File: config.mk
export PLATFORM = sky130hd
export DESIGN_NAME = srm_regs
export DESIGN_NICKNAME = d
export VERILOG_FILES = /design/src/srm_pkg.sv /design/src/srm_regs.sv /design/src/srm_readout.sv
export SDC_FILE = /design/constraint.sdc
export NUM_CORES = 1
export LEC_CHECK = 0
export ABC_AREA = 1
export BUFFER_PORTS_ARGS = -buffer_cell sky130_fd_sc_hd__buf_2
export CAP_MARGIN = 25
export CORE_UTILIZATION = 43
export DETAILED_ROUTE_END_ITERATION = 8
export GPL_ROUTABILITY_DRIVEN = 0
export GPL_TIMING_DRIVEN = 0
export PLACE_DENSITY = 0.76
export SKIP_CTS_REPAIR_TIMING = 1
export SYNTH_ARGS = -nofsm -noshare
export SYNTH_HDL_FRONTEND = slang
export SYNTH_SLANG_ARGS = --single-unit
File: constraint.sdc
create_clock -name core_clk -period 2.9 [get_ports core_clk]
set_input_delay 0.435 -clock core_clk [delete_from_list [all_inputs] [get_ports core_clk]]
set_output_delay 0.435 -clock core_clk [all_outputs]
set_load 0.02 [all_outputs]
File: src/srm_pkg.sv
// constants and state type for the shared resource monitor registers
`default_nettype none

package srm_pkg;

  // register select codes on the msr access port
  localparam logic [1:0] SEL_ASSOC  = 2'h0;
  localparam logic [1:0] SEL_EVTSEL = 2'h1;
  localparam logic [1:0] SEL_CTR    = 2'h2;

  // highest tag values per resource type
  localparam logic [9:0] MAX_TAG_ALL = 10'h03F;
  localparam logic [9:0] MAX_TAG_OCC = 10'h03F;
  localparam logic [9:0] MAX_TAG_BW  = 10'h01F;

  // field layout
  localparam int TAG_FIELD_W   = 10;
  localparam int TAG_W         = $clog2(int'(MAX_TAG_ALL) + 1);
  localparam int ASSOC_TAG_LSB = 0;
  localparam int EVT_TAG_LSB   = 32;
  localparam int EVT_CODE_LSB  = 0;
  localparam int EVT_CODE_W    = 8;
  localparam int CTR_ERR_BIT   = 63;
  localparam int CTR_UNAV_BIT  = 62;
  localparam int CTR_DATA_W    = 62;

  // writable bits; everything else is reserved and must stay zero
  localparam logic [63:0] ASSOC_WMASK  = 64'h0000_0000_0000_03FF;
  localparam logic [63:0] EVTSEL_WMASK = 64'h0000_03FF_0000_00FF;

  // event codes
  localparam logic [7:0] EVT_OCC      = 8'h01;
  localparam logic [7:0] EVT_TOTAL_BW = 8'h02;
  localparam logic [7:0] EVT_LOCAL_BW = 8'h03;

  // reset values
  localparam logic [TAG_W-1:0]      ASSOC_TAG_RST = '0;
  localparam logic [TAG_W-1:0]      EVT_TAG_RST   = '0;
  localparam logic [EVT_CODE_W-1:0] EVT_CODE_RST  = 8'h00;

  typedef struct packed {
    logic [TAG_W-1:0]      assoc_tag;
    logic [TAG_W-1:0]      evt_tag;
    logic [EVT_CODE_W-1:0] evt_code;
    logic                  ack;
    logic                  fault;
    logic [63:0]           rdata;
    logic                  op_tag_valid;
    logic [TAG_W-1:0]      op_tag;
  } srm_state_t;

endpackage : srm_pkg

`default_nettype wire

File: src/srm_regs.sv
// per-thread monitoring tag association and event select/counter registers
//
// Functional notes
// - tag internal operations with association tag
// - tag width is ceil log2 of max plus one
// - association register reads zero after power-on
// - tag field at most ten bits, binary
// - tag above maximum faults the write
// - reserved bit change faults the write
// - tag meaning is package wide
// - highest tags may lack bandwidth support
// - no interrupt, no threshold, sampled only
// - separate from general performance counters
// - event code 7:0, tag 41:32
// - codes 01H, 02H, 03H; others reserved
// - bad tag or code sets bit 63
// - missing data sets bit 62; here only while bit 63 is clear
// - count in 61:0, valid when flags clear
// - registers accessible at any time
// - power saving may shift reported counts
// - interrupt delivery leaves state untouched
`default_nettype none
`timescale 1ns/1ps

module srm_regs
(
  // clock and reset
  input  wire logic                           core_clk,
  input  wire logic                           rst,
  // msr access port
  input  wire logic                           msr_req,
  input  wire logic                           msr_wr,
  input  wire logic [1:0]                     msr_sel,
  input  wire logic [63:0]                    msr_wdata,
  output logic                                msr_ack,
  output logic                                msr_fault,
  output logic      [63:0]                    msr_rdata,
  // internal operation tagging
  input  wire logic                           op_valid,
  output logic                                op_tag_valid,
  output logic      [srm_pkg::TAG_W-1:0]      op_tag,
  // monitoring data lookup, keyed by tag and event only
  output logic      [srm_pkg::TAG_W-1:0]      lookup_tag,
  output logic      [srm_pkg::EVT_CODE_W-1:0] lookup_event,
  input  wire logic                           lookup_avail,
  input  wire logic [srm_pkg::CTR_DATA_W-1:0] lookup_data
);

  srm_pkg::srm_state_t st;
  srm_pkg::srm_state_t next_st;

  logic [63:0]                     ctr_word;
  logic [srm_pkg::TAG_FIELD_W-1:0] wr_tag;
  logic                            is_write;
  logic                            is_read;

  // tag field of a write word, full documented span
  function automatic logic [srm_pkg::TAG_FIELD_W-1:0] tag_field
  (
    input logic [63:0] w,
    input int          lsb
  );
    tag_field = w[lsb +: srm_pkg::TAG_FIELD_W];
  endfunction : tag_field

  // reserved bits read as zero, so any set bit outside the mask is a change
  function automatic logic rsvd_set
  (
    input logic [63:0] w,
    input logic [63:0] mask
  );
    rsvd_set = (w & ~mask) != 64'h0000_0000_0000_0000;
  endfunction : rsvd_set

  // counter word follows the selection held right now, not a snapshot
  srm_readout srm_readout_i
  (
    .evt_code   (st.evt_code),
    .evt_tag    (st.evt_tag),
    .data_avail (lookup_avail),
    .data       (lookup_data),
    .word       (ctr_word)
  );

  assign is_write = msr_req && msr_wr;
  assign is_read  = msr_req && !msr_wr;

  always_comb
  begin
    next_st       = st;
    next_st.ack   = 1'b0;
    next_st.fault = 1'b0;
    wr_tag        = '0;
    // each operation carries the tag active at issue
    next_st.op_tag_valid = op_valid;
    if (op_valid)
    begin
      next_st.op_tag = st.assoc_tag;
    end
    // accepted in every cycle, no busy state
    if (msr_req)
    begin
      next_st.ack   = 1'b1;
      next_st.rdata = 64'h0000_0000_0000_0000;
      unique case (msr_sel)
        srm_pkg::SEL_ASSOC:
        begin
          wr_tag = tag_field(msr_wdata, srm_pkg::ASSOC_TAG_LSB);
          if (!msr_wr)
          begin
            next_st.rdata = 64'(st.assoc_tag);
          end
          else if (rsvd_set(msr_wdata, srm_pkg::ASSOC_WMASK))
          begin
            next_st.fault = 1'b1;
          end
          else if (wr_tag > srm_pkg::MAX_TAG_ALL)
          begin
            next_st.fault = 1'b1;
          end
          else
          begin
            next_st.assoc_tag = wr_tag[srm_pkg::TAG_W-1:0];
          end
        end
        srm_pkg::SEL_EVTSEL:
        begin
          wr_tag = tag_field(msr_wdata, srm_pkg::EVT_TAG_LSB);
          if (!msr_wr)
          begin
            next_st.rdata = (64'(st.evt_tag) << srm_pkg::EVT_TAG_LSB)
                          | 64'(st.evt_code);
          end
          else if (rsvd_set(msr_wdata, srm_pkg::EVTSEL_WMASK))
          begin
            next_st.fault = 1'b1;
          end
          else if (wr_tag > srm_pkg::MAX_TAG_ALL)
          begin
            next_st.fault = 1'b1;
          end
          else
          begin
            // reserved codes are stored and reported through the error flag
            next_st.evt_tag  = wr_tag[srm_pkg::TAG_W-1:0];
            next_st.evt_code =
              msr_wdata[srm_pkg::EVT_CODE_LSB +: srm_pkg::EVT_CODE_W];
          end
        end
        srm_pkg::SEL_CTR:
        begin
          if (!msr_wr)
          begin
            next_st.rdata = ctr_word;
          end
          else
          begin
            next_st.fault = 1'b1;
          end
        end
        default:
        begin
          next_st.fault = 1'b1;
        end
      endcase
    end
  end

  // no interrupt delivery input exists: nothing outside software writes
  // can alter the tag or the selection
  always_ff @(posedge core_clk or posedge rst)
  begin
    if (rst)
    begin
      st              <= '0;
      st.assoc_tag    <= srm_pkg::ASSOC_TAG_RST;
      st.evt_tag      <= srm_pkg::EVT_TAG_RST;
      st.evt_code     <= srm_pkg::EVT_CODE_RST;
    end
    else
    begin
      st <= next_st;
    end
  end

  // counts come only by sampling; this block owns no threshold or irq
  assign msr_ack      = st.ack;
  assign msr_fault    = st.fault;
  assign msr_rdata    = st.rdata;
  assign op_tag_valid = st.op_tag_valid;
  assign op_tag       = st.op_tag;
  // lookup shares no state with performance counters; one tag space for
  // every processor of the package, so no processor id goes out
  assign lookup_tag   = st.evt_tag;
  assign lookup_event = st.evt_code;
  // occupancy may drop and bandwidth rise under power saving; the
  // lookup source reports that directly, nothing here filters it

  property p_assoc_read;
    @(posedge core_clk) disable iff (rst)
    is_read && msr_sel == srm_pkg::SEL_ASSOC
      |=> msr_rdata == 64'($past(st.assoc_tag));
  endproperty
  a_assoc_read: assert property (p_assoc_read)
    else $error("association read not tag field only");

  property p_reset_zero;
    @(posedge core_clk)
    $past(rst) && !rst |-> st.assoc_tag == '0;
  endproperty
  a_reset_zero: assert property (p_reset_zero)
    else $error("association tag not zero after reset");

  property p_ack_next;
    @(posedge core_clk) disable iff (rst)
    msr_req |=> msr_ack ##1 !msr_ack || $past(msr_req);
  endproperty
  a_ack_next: assert property (p_ack_next)
    else $error("request not answered in one cycle");

  property p_big_tag_fault;
    @(posedge core_clk) disable iff (rst)
    is_write && msr_sel == srm_pkg::SEL_ASSOC
      && tag_field(msr_wdata, srm_pkg::ASSOC_TAG_LSB) > srm_pkg::MAX_TAG_ALL
      |=> msr_fault && $stable(st.assoc_tag);
  endproperty
  a_big_tag_fault: assert property (p_big_tag_fault)
    else $error("oversized tag write not faulted");

  property p_rsvd_fault;
    @(posedge core_clk) disable iff (rst)
    is_write && msr_sel == srm_pkg::SEL_EVTSEL
      && rsvd_set(msr_wdata, srm_pkg::EVTSEL_WMASK)
      |=> msr_fault && $stable(st.evt_tag) && $stable(st.evt_code);
  endproperty
  a_rsvd_fault: assert property (p_rsvd_fault)
    else $error("reserved bit write not faulted");

  property p_good_write;
    @(posedge core_clk) disable iff (rst)
    is_write && msr_sel == srm_pkg::SEL_ASSOC
      && !rsvd_set(msr_wdata, srm_pkg::ASSOC_WMASK)
      && tag_field(msr_wdata, srm_pkg::ASSOC_TAG_LSB) <= srm_pkg::MAX_TAG_ALL
      |=> !msr_fault
      && 64'(st.assoc_tag) == $past(msr_wdata);
  endproperty
  a_good_write: assert property (p_good_write)
    else $error("legal association write lost");

  property p_op_tag;
    @(posedge core_clk) disable iff (rst)
    op_valid |=> op_tag_valid && op_tag == $past(st.assoc_tag);
  endproperty
  a_op_tag: assert property (p_op_tag)
    else $error("operation tagged with wrong tag");

  property p_err_code;
    @(posedge core_clk) disable iff (rst)
    is_read && msr_sel == srm_pkg::SEL_CTR
      && (st.evt_code == 8'h00 || st.evt_code > srm_pkg::EVT_LOCAL_BW)
      |=> msr_rdata[srm_pkg::CTR_ERR_BIT]
      && msr_rdata[srm_pkg::CTR_DATA_W-1:0] == '0;
  endproperty
  a_err_code: assert property (p_err_code)
    else $error("reserved event code not flagged");

  property p_bw_tag;
    @(posedge core_clk) disable iff (rst)
    is_read && msr_sel == srm_pkg::SEL_CTR
      && st.evt_code == srm_pkg::EVT_TOTAL_BW
      && srm_pkg::TAG_FIELD_W'(st.evt_tag) > srm_pkg::MAX_TAG_BW
      |=> msr_rdata[srm_pkg::CTR_ERR_BIT];
  endproperty
  a_bw_tag: assert property (p_bw_tag)
    else $error("bandwidth tag beyond range not flagged");

  property p_unavail;
    @(posedge core_clk) disable iff (rst)
    is_read && msr_sel == srm_pkg::SEL_CTR
      && st.evt_code == srm_pkg::EVT_OCC && !lookup_avail
      |=> msr_rdata[srm_pkg::CTR_UNAV_BIT]
      && !msr_rdata[srm_pkg::CTR_ERR_BIT];
  endproperty
  a_unavail: assert property (p_unavail)
    else $error("unavailable data not flagged");

  property p_valid_data;
    @(posedge core_clk) disable iff (rst)
    is_read && msr_sel == srm_pkg::SEL_CTR
      && st.evt_code == srm_pkg::EVT_OCC && lookup_avail
      |=> msr_rdata == 64'($past(lookup_data));
  endproperty
  a_valid_data: assert property (p_valid_data)
    else $error("valid count not returned");

  property p_ctr_wr_fault;
    @(posedge core_clk) disable iff (rst)
    is_write && msr_sel == srm_pkg::SEL_CTR |=> msr_fault;
  endproperty
  a_ctr_wr_fault: assert property (p_ctr_wr_fault)
    else $error("counter write not faulted");

  property p_no_spont;
    @(posedge core_clk) disable iff (rst)
    !msr_req |=> $stable(st.assoc_tag) && $stable(st.evt_tag)
      && !msr_ack;
  endproperty
  a_no_spont: assert property (p_no_spont)
    else $error("state changed without a write");

  property p_lookup;
    @(posedge core_clk) disable iff (rst)
    is_write && msr_sel == srm_pkg::SEL_EVTSEL
      && !rsvd_set(msr_wdata, srm_pkg::EVTSEL_WMASK)
      && tag_field(msr_wdata, srm_pkg::EVT_TAG_LSB) <= srm_pkg::MAX_TAG_ALL
      |=> lookup_event == $past(msr_wdata[7:0])
      && 10'(lookup_tag) == $past(msr_wdata[41:32]);
  endproperty
  a_lookup: assert property (p_lookup)
    else $error("selection not driven to lookup");

  property p_evt_read;
    @(posedge core_clk) disable iff (rst)
    is_read && msr_sel == srm_pkg::SEL_EVTSEL
      |=> msr_rdata[srm_pkg::EVT_TAG_LSB +: srm_pkg::TAG_FIELD_W]
          == 10'($past(st.evt_tag))
      && msr_rdata[srm_pkg::EVT_CODE_W-1:0] == $past(st.evt_code)
      && !msr_fault;
  endproperty
  a_evt_read: assert property (p_evt_read)
    else $error("event select readback wrong");

  property p_unmapped;
    @(posedge core_clk) disable iff (rst)
    msr_req && msr_sel == 2'h3
      |=> msr_fault && msr_rdata == 64'h0000_0000_0000_0000;
  endproperty
  a_unmapped: assert property (p_unmapped)
    else $error("unmapped select not faulted");

  property p_op_idle;
    @(posedge core_clk) disable iff (rst)
    !op_valid |=> !op_tag_valid && $stable(op_tag);
  endproperty
  a_op_idle: assert property (p_op_idle)
    else $error("tag issued without an operation");

endmodule : srm_regs

`default_nettype wire

File: src/srm_readout.sv
// counter readout word builder: error, unavailable and data fields
`default_nettype none
`timescale 1ns/1ps

module srm_readout
(
  // current selection
  input  wire logic [srm_pkg::EVT_CODE_W-1:0] evt_code,
  input  wire logic [srm_pkg::TAG_W-1:0]      evt_tag,
  // monitored data for the selection
  input  wire logic                           data_avail,
  input  wire logic [srm_pkg::CTR_DATA_W-1:0] data,
  // assembled counter word
  output logic      [63:0]                    word
);

  logic                         code_ok;
  logic [srm_pkg::TAG_FIELD_W-1:0] tag_max;
  logic                         err;
  logic                         unav;

  always_comb
  begin
    code_ok = (evt_code == srm_pkg::EVT_OCC)
           || (evt_code == srm_pkg::EVT_TOTAL_BW)
           || (evt_code == srm_pkg::EVT_LOCAL_BW);
    // upper tags may exist for occupancy only
    tag_max = (evt_code == srm_pkg::EVT_OCC) ? srm_pkg::MAX_TAG_OCC
                                             : srm_pkg::MAX_TAG_BW;
    err  = !code_ok
        || (srm_pkg::TAG_FIELD_W'(evt_tag) > tag_max);
    unav = !err && !data_avail;
    word = '0;
    word[srm_pkg::CTR_ERR_BIT]  = err;
    word[srm_pkg::CTR_UNAV_BIT] = unav;
    // data zeroed whenever a flag is up so it is never mistaken as valid
    if (!err && !unav)
    begin
      word[srm_pkg::CTR_DATA_W-1:0] = data;
    end
  end

endmodule : srm_readout

`default_nettype wire

==> key figures <==
Synth
  • Synthesized Nets: 772
  • Yosys warnings: 0
  • Register area share after synthesis: 0.463
  • Post-synthesis cell count: 637
  • Distinct cell type count after synthesis: 27
  • Syn Area/Cell: 7.89 µm²
  • Synthesized area: 5030 µm²
  • Synth Register Bits: 93

Cells and area
  • Commonest non-fill, non-tap cell in the layout: buf_2
  • N_diodes: 0
  • Area of the multi-input gates: 1770 µm²
  • Final nets: 1004
  • Commonest non-fill, non-tap cells in the layout: 230 x buf_2, 205 x nand2_1, 93 x dfrtp_1
  • Register area: 2330 µm²
  • Fill count: 1077
  • Final Instance Area: 6660 µm²
  • Synth-to-Final Area Change: 32.5%
  • Fraction of layout cells with a size suffix above 1: 0.399

Floorplan
  • Die height: 110 µm
  • Cell row count: 39
  • Die width: 110 µm
  • Die ar.: 12100 µm²
  • Core area: 11400 µm²
  • I/O pins: 221
  • Initial Util: 0.440

Drt
  • Vias after detailed routing: 4750
  • Initial DRC count: 228
  • DRC: 0
  • Wire per inst: 12.8 µm
  • Drt first pass iters: 4
  • Vias per cell: 4.68
  • Routed Wire Length: 13000 µm
  • Antenna viol nets, final: 0

Clock network
  • CTS Root Cell: clkbuf_16
  • Htree depth: 3
  • Clk_lat worst skew: 0.34 ns
  • CTS tree: done
  • Clock Path Buffers: 2
  • Clock transition at path regs: 0.06 ns
  • Clock buffers created by TritonCTS: 9
  • Clock sinks: 93

Power and ir drop
  • Total power: 2.84 mW
  • Max IR drop VDD: 286 µV
  • Leak: 4.03 nW
  • Pwr dens: 426 nW/µm²

Place
  • Post-DP HPWL: 10200 µm
  • Placement Cell Area: 6340 µm²
  • Port buffer count: 220

Setup path
  • Worst Path Required: 3.17 ns
  • Critical Path AT: 2.84 ns
  • Worst path buffer plus inverter count: 1
  • Crit path max fanout: 10
  • Cell Chain, Critical Path: nor2_1 > nand3_1 > or3b_2 > ha_1 > nand2_1 > nor2_1 > nand3_1 > nand2_1 > nand2_1 > nor2_4 > buf_4 > nand3_1 > nand2_1
  • CP top delay family: simple AND/OR/NAND/NOR gates
  • Crit path kind: reg2reg
  • Slowest-stage cell, CP: or3b_2
  • Critical path endpoint category: flip-flop
  • Worst R2R Setup Slack: 0.32 ns
  • Startpoint types: flip-flop
  • CP max stage delay: 0.47 ns
  • R2r worst-path depth: 13
  • CP Depth: 13
  • Most Frequent Cell on Critical Path: nand2_1
  • FF-to-FF Start: lookup_event[7]
  • End of the worst register-to-register path: msr_rdata[8]

Timing
  • RSZ-0062 raised after global routing: false
  • Crit path time final: 2.58 ns
  • Worst-margin pin slew: 0.513 ns
  • Max-slew headroom: 0.658
  • Final period utilization: 0.888
  • Slew Limit Fails: 0
  • Hold slack: 0.145 ns
  • Max Fclk: 388 MHz
  • Skew final: 0.00810 ns
  • Final hold violation count: 0
  • Final Setup Violations: 0

Outcome
  • Status: finished clean

GRT
  • Total GRT Usage: 0.207
  • First-pass GRT wire length: 18900 µm
  • Vias in the first global route: 3979
  • Initial antenna violation count: 0
  • Grt ovf: 0
  • Largest net degree at the start of global routing: 56

Run
  • Max-cap violations: 0

Min path
  • Class of the worst hold path: in2async
[layer usage]
layer / up-vias / GRT usage / share of wire
met5: - / 0 / 0
met4: 0 / 0.0677 / 0.0094
met3: 9 / 0.0412 / 0.071
met2: 191 / 0.375 / 0.49
met1: 2130 / 0.246 / 0.43
li1: 2420 / - / -
[worst max path at each step]
stage / to / slack [ns] / from
after floorplan: lookup_event[0] / 0.04 / rst
after global placement: lookup_tag[0] / -1.07 / rst
after detailed placement: msr_rdata[44] / 0.31 / lookup_event[7]
after CTS: msr_rdata[44] / 0.28 / lookup_event[7]
after global routing: msr_rdata[8] / 0.17 / lookup_event[7]
final: msr_rdata[8] / 0.32 / lookup_event[7]
[worst register-to-register path, stage by stage, from the launching register on]
cell,delay [ns]
dfrtp_1,0.46
nor2_1,0.12
nand3_1,0.10
or3b_2,0.47
ha_1,0.29
nand2_1,0.05
nor2_1,0.10
nand3_1,0.07
nand2_1,0.11
nand2_1,0.15
nor2_4,0.23
buf_4,0.21
nand3_1,0.09
nand2_1,0.08
[cell families after synthesis]
group,Yosys count,share of synthesized area
and+or+nand+nor,360,0.313
buffers and inverters,151,0.185
DFF,93,0.463
AOI/OAI and AO/OA,31,0.0346
muxes,1,0.00224
adders and majority gates,1,0.00249
[state kept, by name (all words and copies together), names as in the netlist]
name and count:
msr_fault 1, op_tag 6, msr_ack 1, op_tag_valid 1
lookup_tag 6, msr_rdata 64, lookup_event 8, st 6
[stage by stage]
stage               cells   util  worst slack, ns  setup TNS, ns
finish               1016  0.583            0.324              0
global route         1016  0.583            0.169              0
CTS                  1016  0.583            0.280              0
detailed placement   1001  0.555            0.314              0
global placement     1000  0.552            -1.07         -98.70
floorplan             637      -           0.0447              0
[synth_stat cells]
cell | count | area, µm²
a21oi_1 | 12 | 60.1
a22o_1 | 1 | 8.76
a22oi_1 | 6 | 45.0
and2_1 | 3 | 18.8
and3_1 | 1 | 6.26
buf_1 | 1 | 3.75
buf_2 | 10 | 50.1
buf_4 | 89 | 668
buf_6 | 2 | 22.5
clkbuf_1 | 13 | 48.8
dfrtp_1 | 93 | 2330
ha_1 | 1 | 12.5
inv_1 | 35 | 131
inv_2 | 1 | 3.75
mux2_2 | 1 | 11.3
nand2_1 | 205 | 769
nand3_1 | 56 | 280
nand3_4 | 1 | 17.5
nand3b_1 | 1 | 7.51
nand4_1 | 34 | 213
nor2_1 | 50 | 188
nor2_2 | 4 | 25.0
nor2_4 | 3 | 33.8
o21ai_0 | 11 | 55.1
o21ai_1 | 1 | 5.00
or2_1 | 1 | 6.26
or3b_2 | 1 | 8.76
[area by class of cell]
cell class / count / share of cell area
inverters: 36 / 0.0207
flip-flops and latches: 93 / 0.349
well taps: 143 / 0.0269
plain buffers: 115 / 0.119
repair buffers: 221 / 0.169
multi-input cells: 393 / 0.266
clock buffers: 12 / 0.0385
clock inverters: 3 / 0.0103
[report_power, final]
| part | switching [mW] | internal, mW | total, mW | leakage, nW |
|---|---|---|---|---|
| Clock | 0.475 | 0.799 | 1.27 | 0.159 |
| Sequential | 0.00473 | 1.31 | 1.31 | 1.28 |
| Combinational | 0.142 | 0.109 | 0.251 | 2.59 |
| Total | 0.622 | 2.22 | 2.84 | 4.03 |
Note: power is estimated with default switching activity, not from simulation.
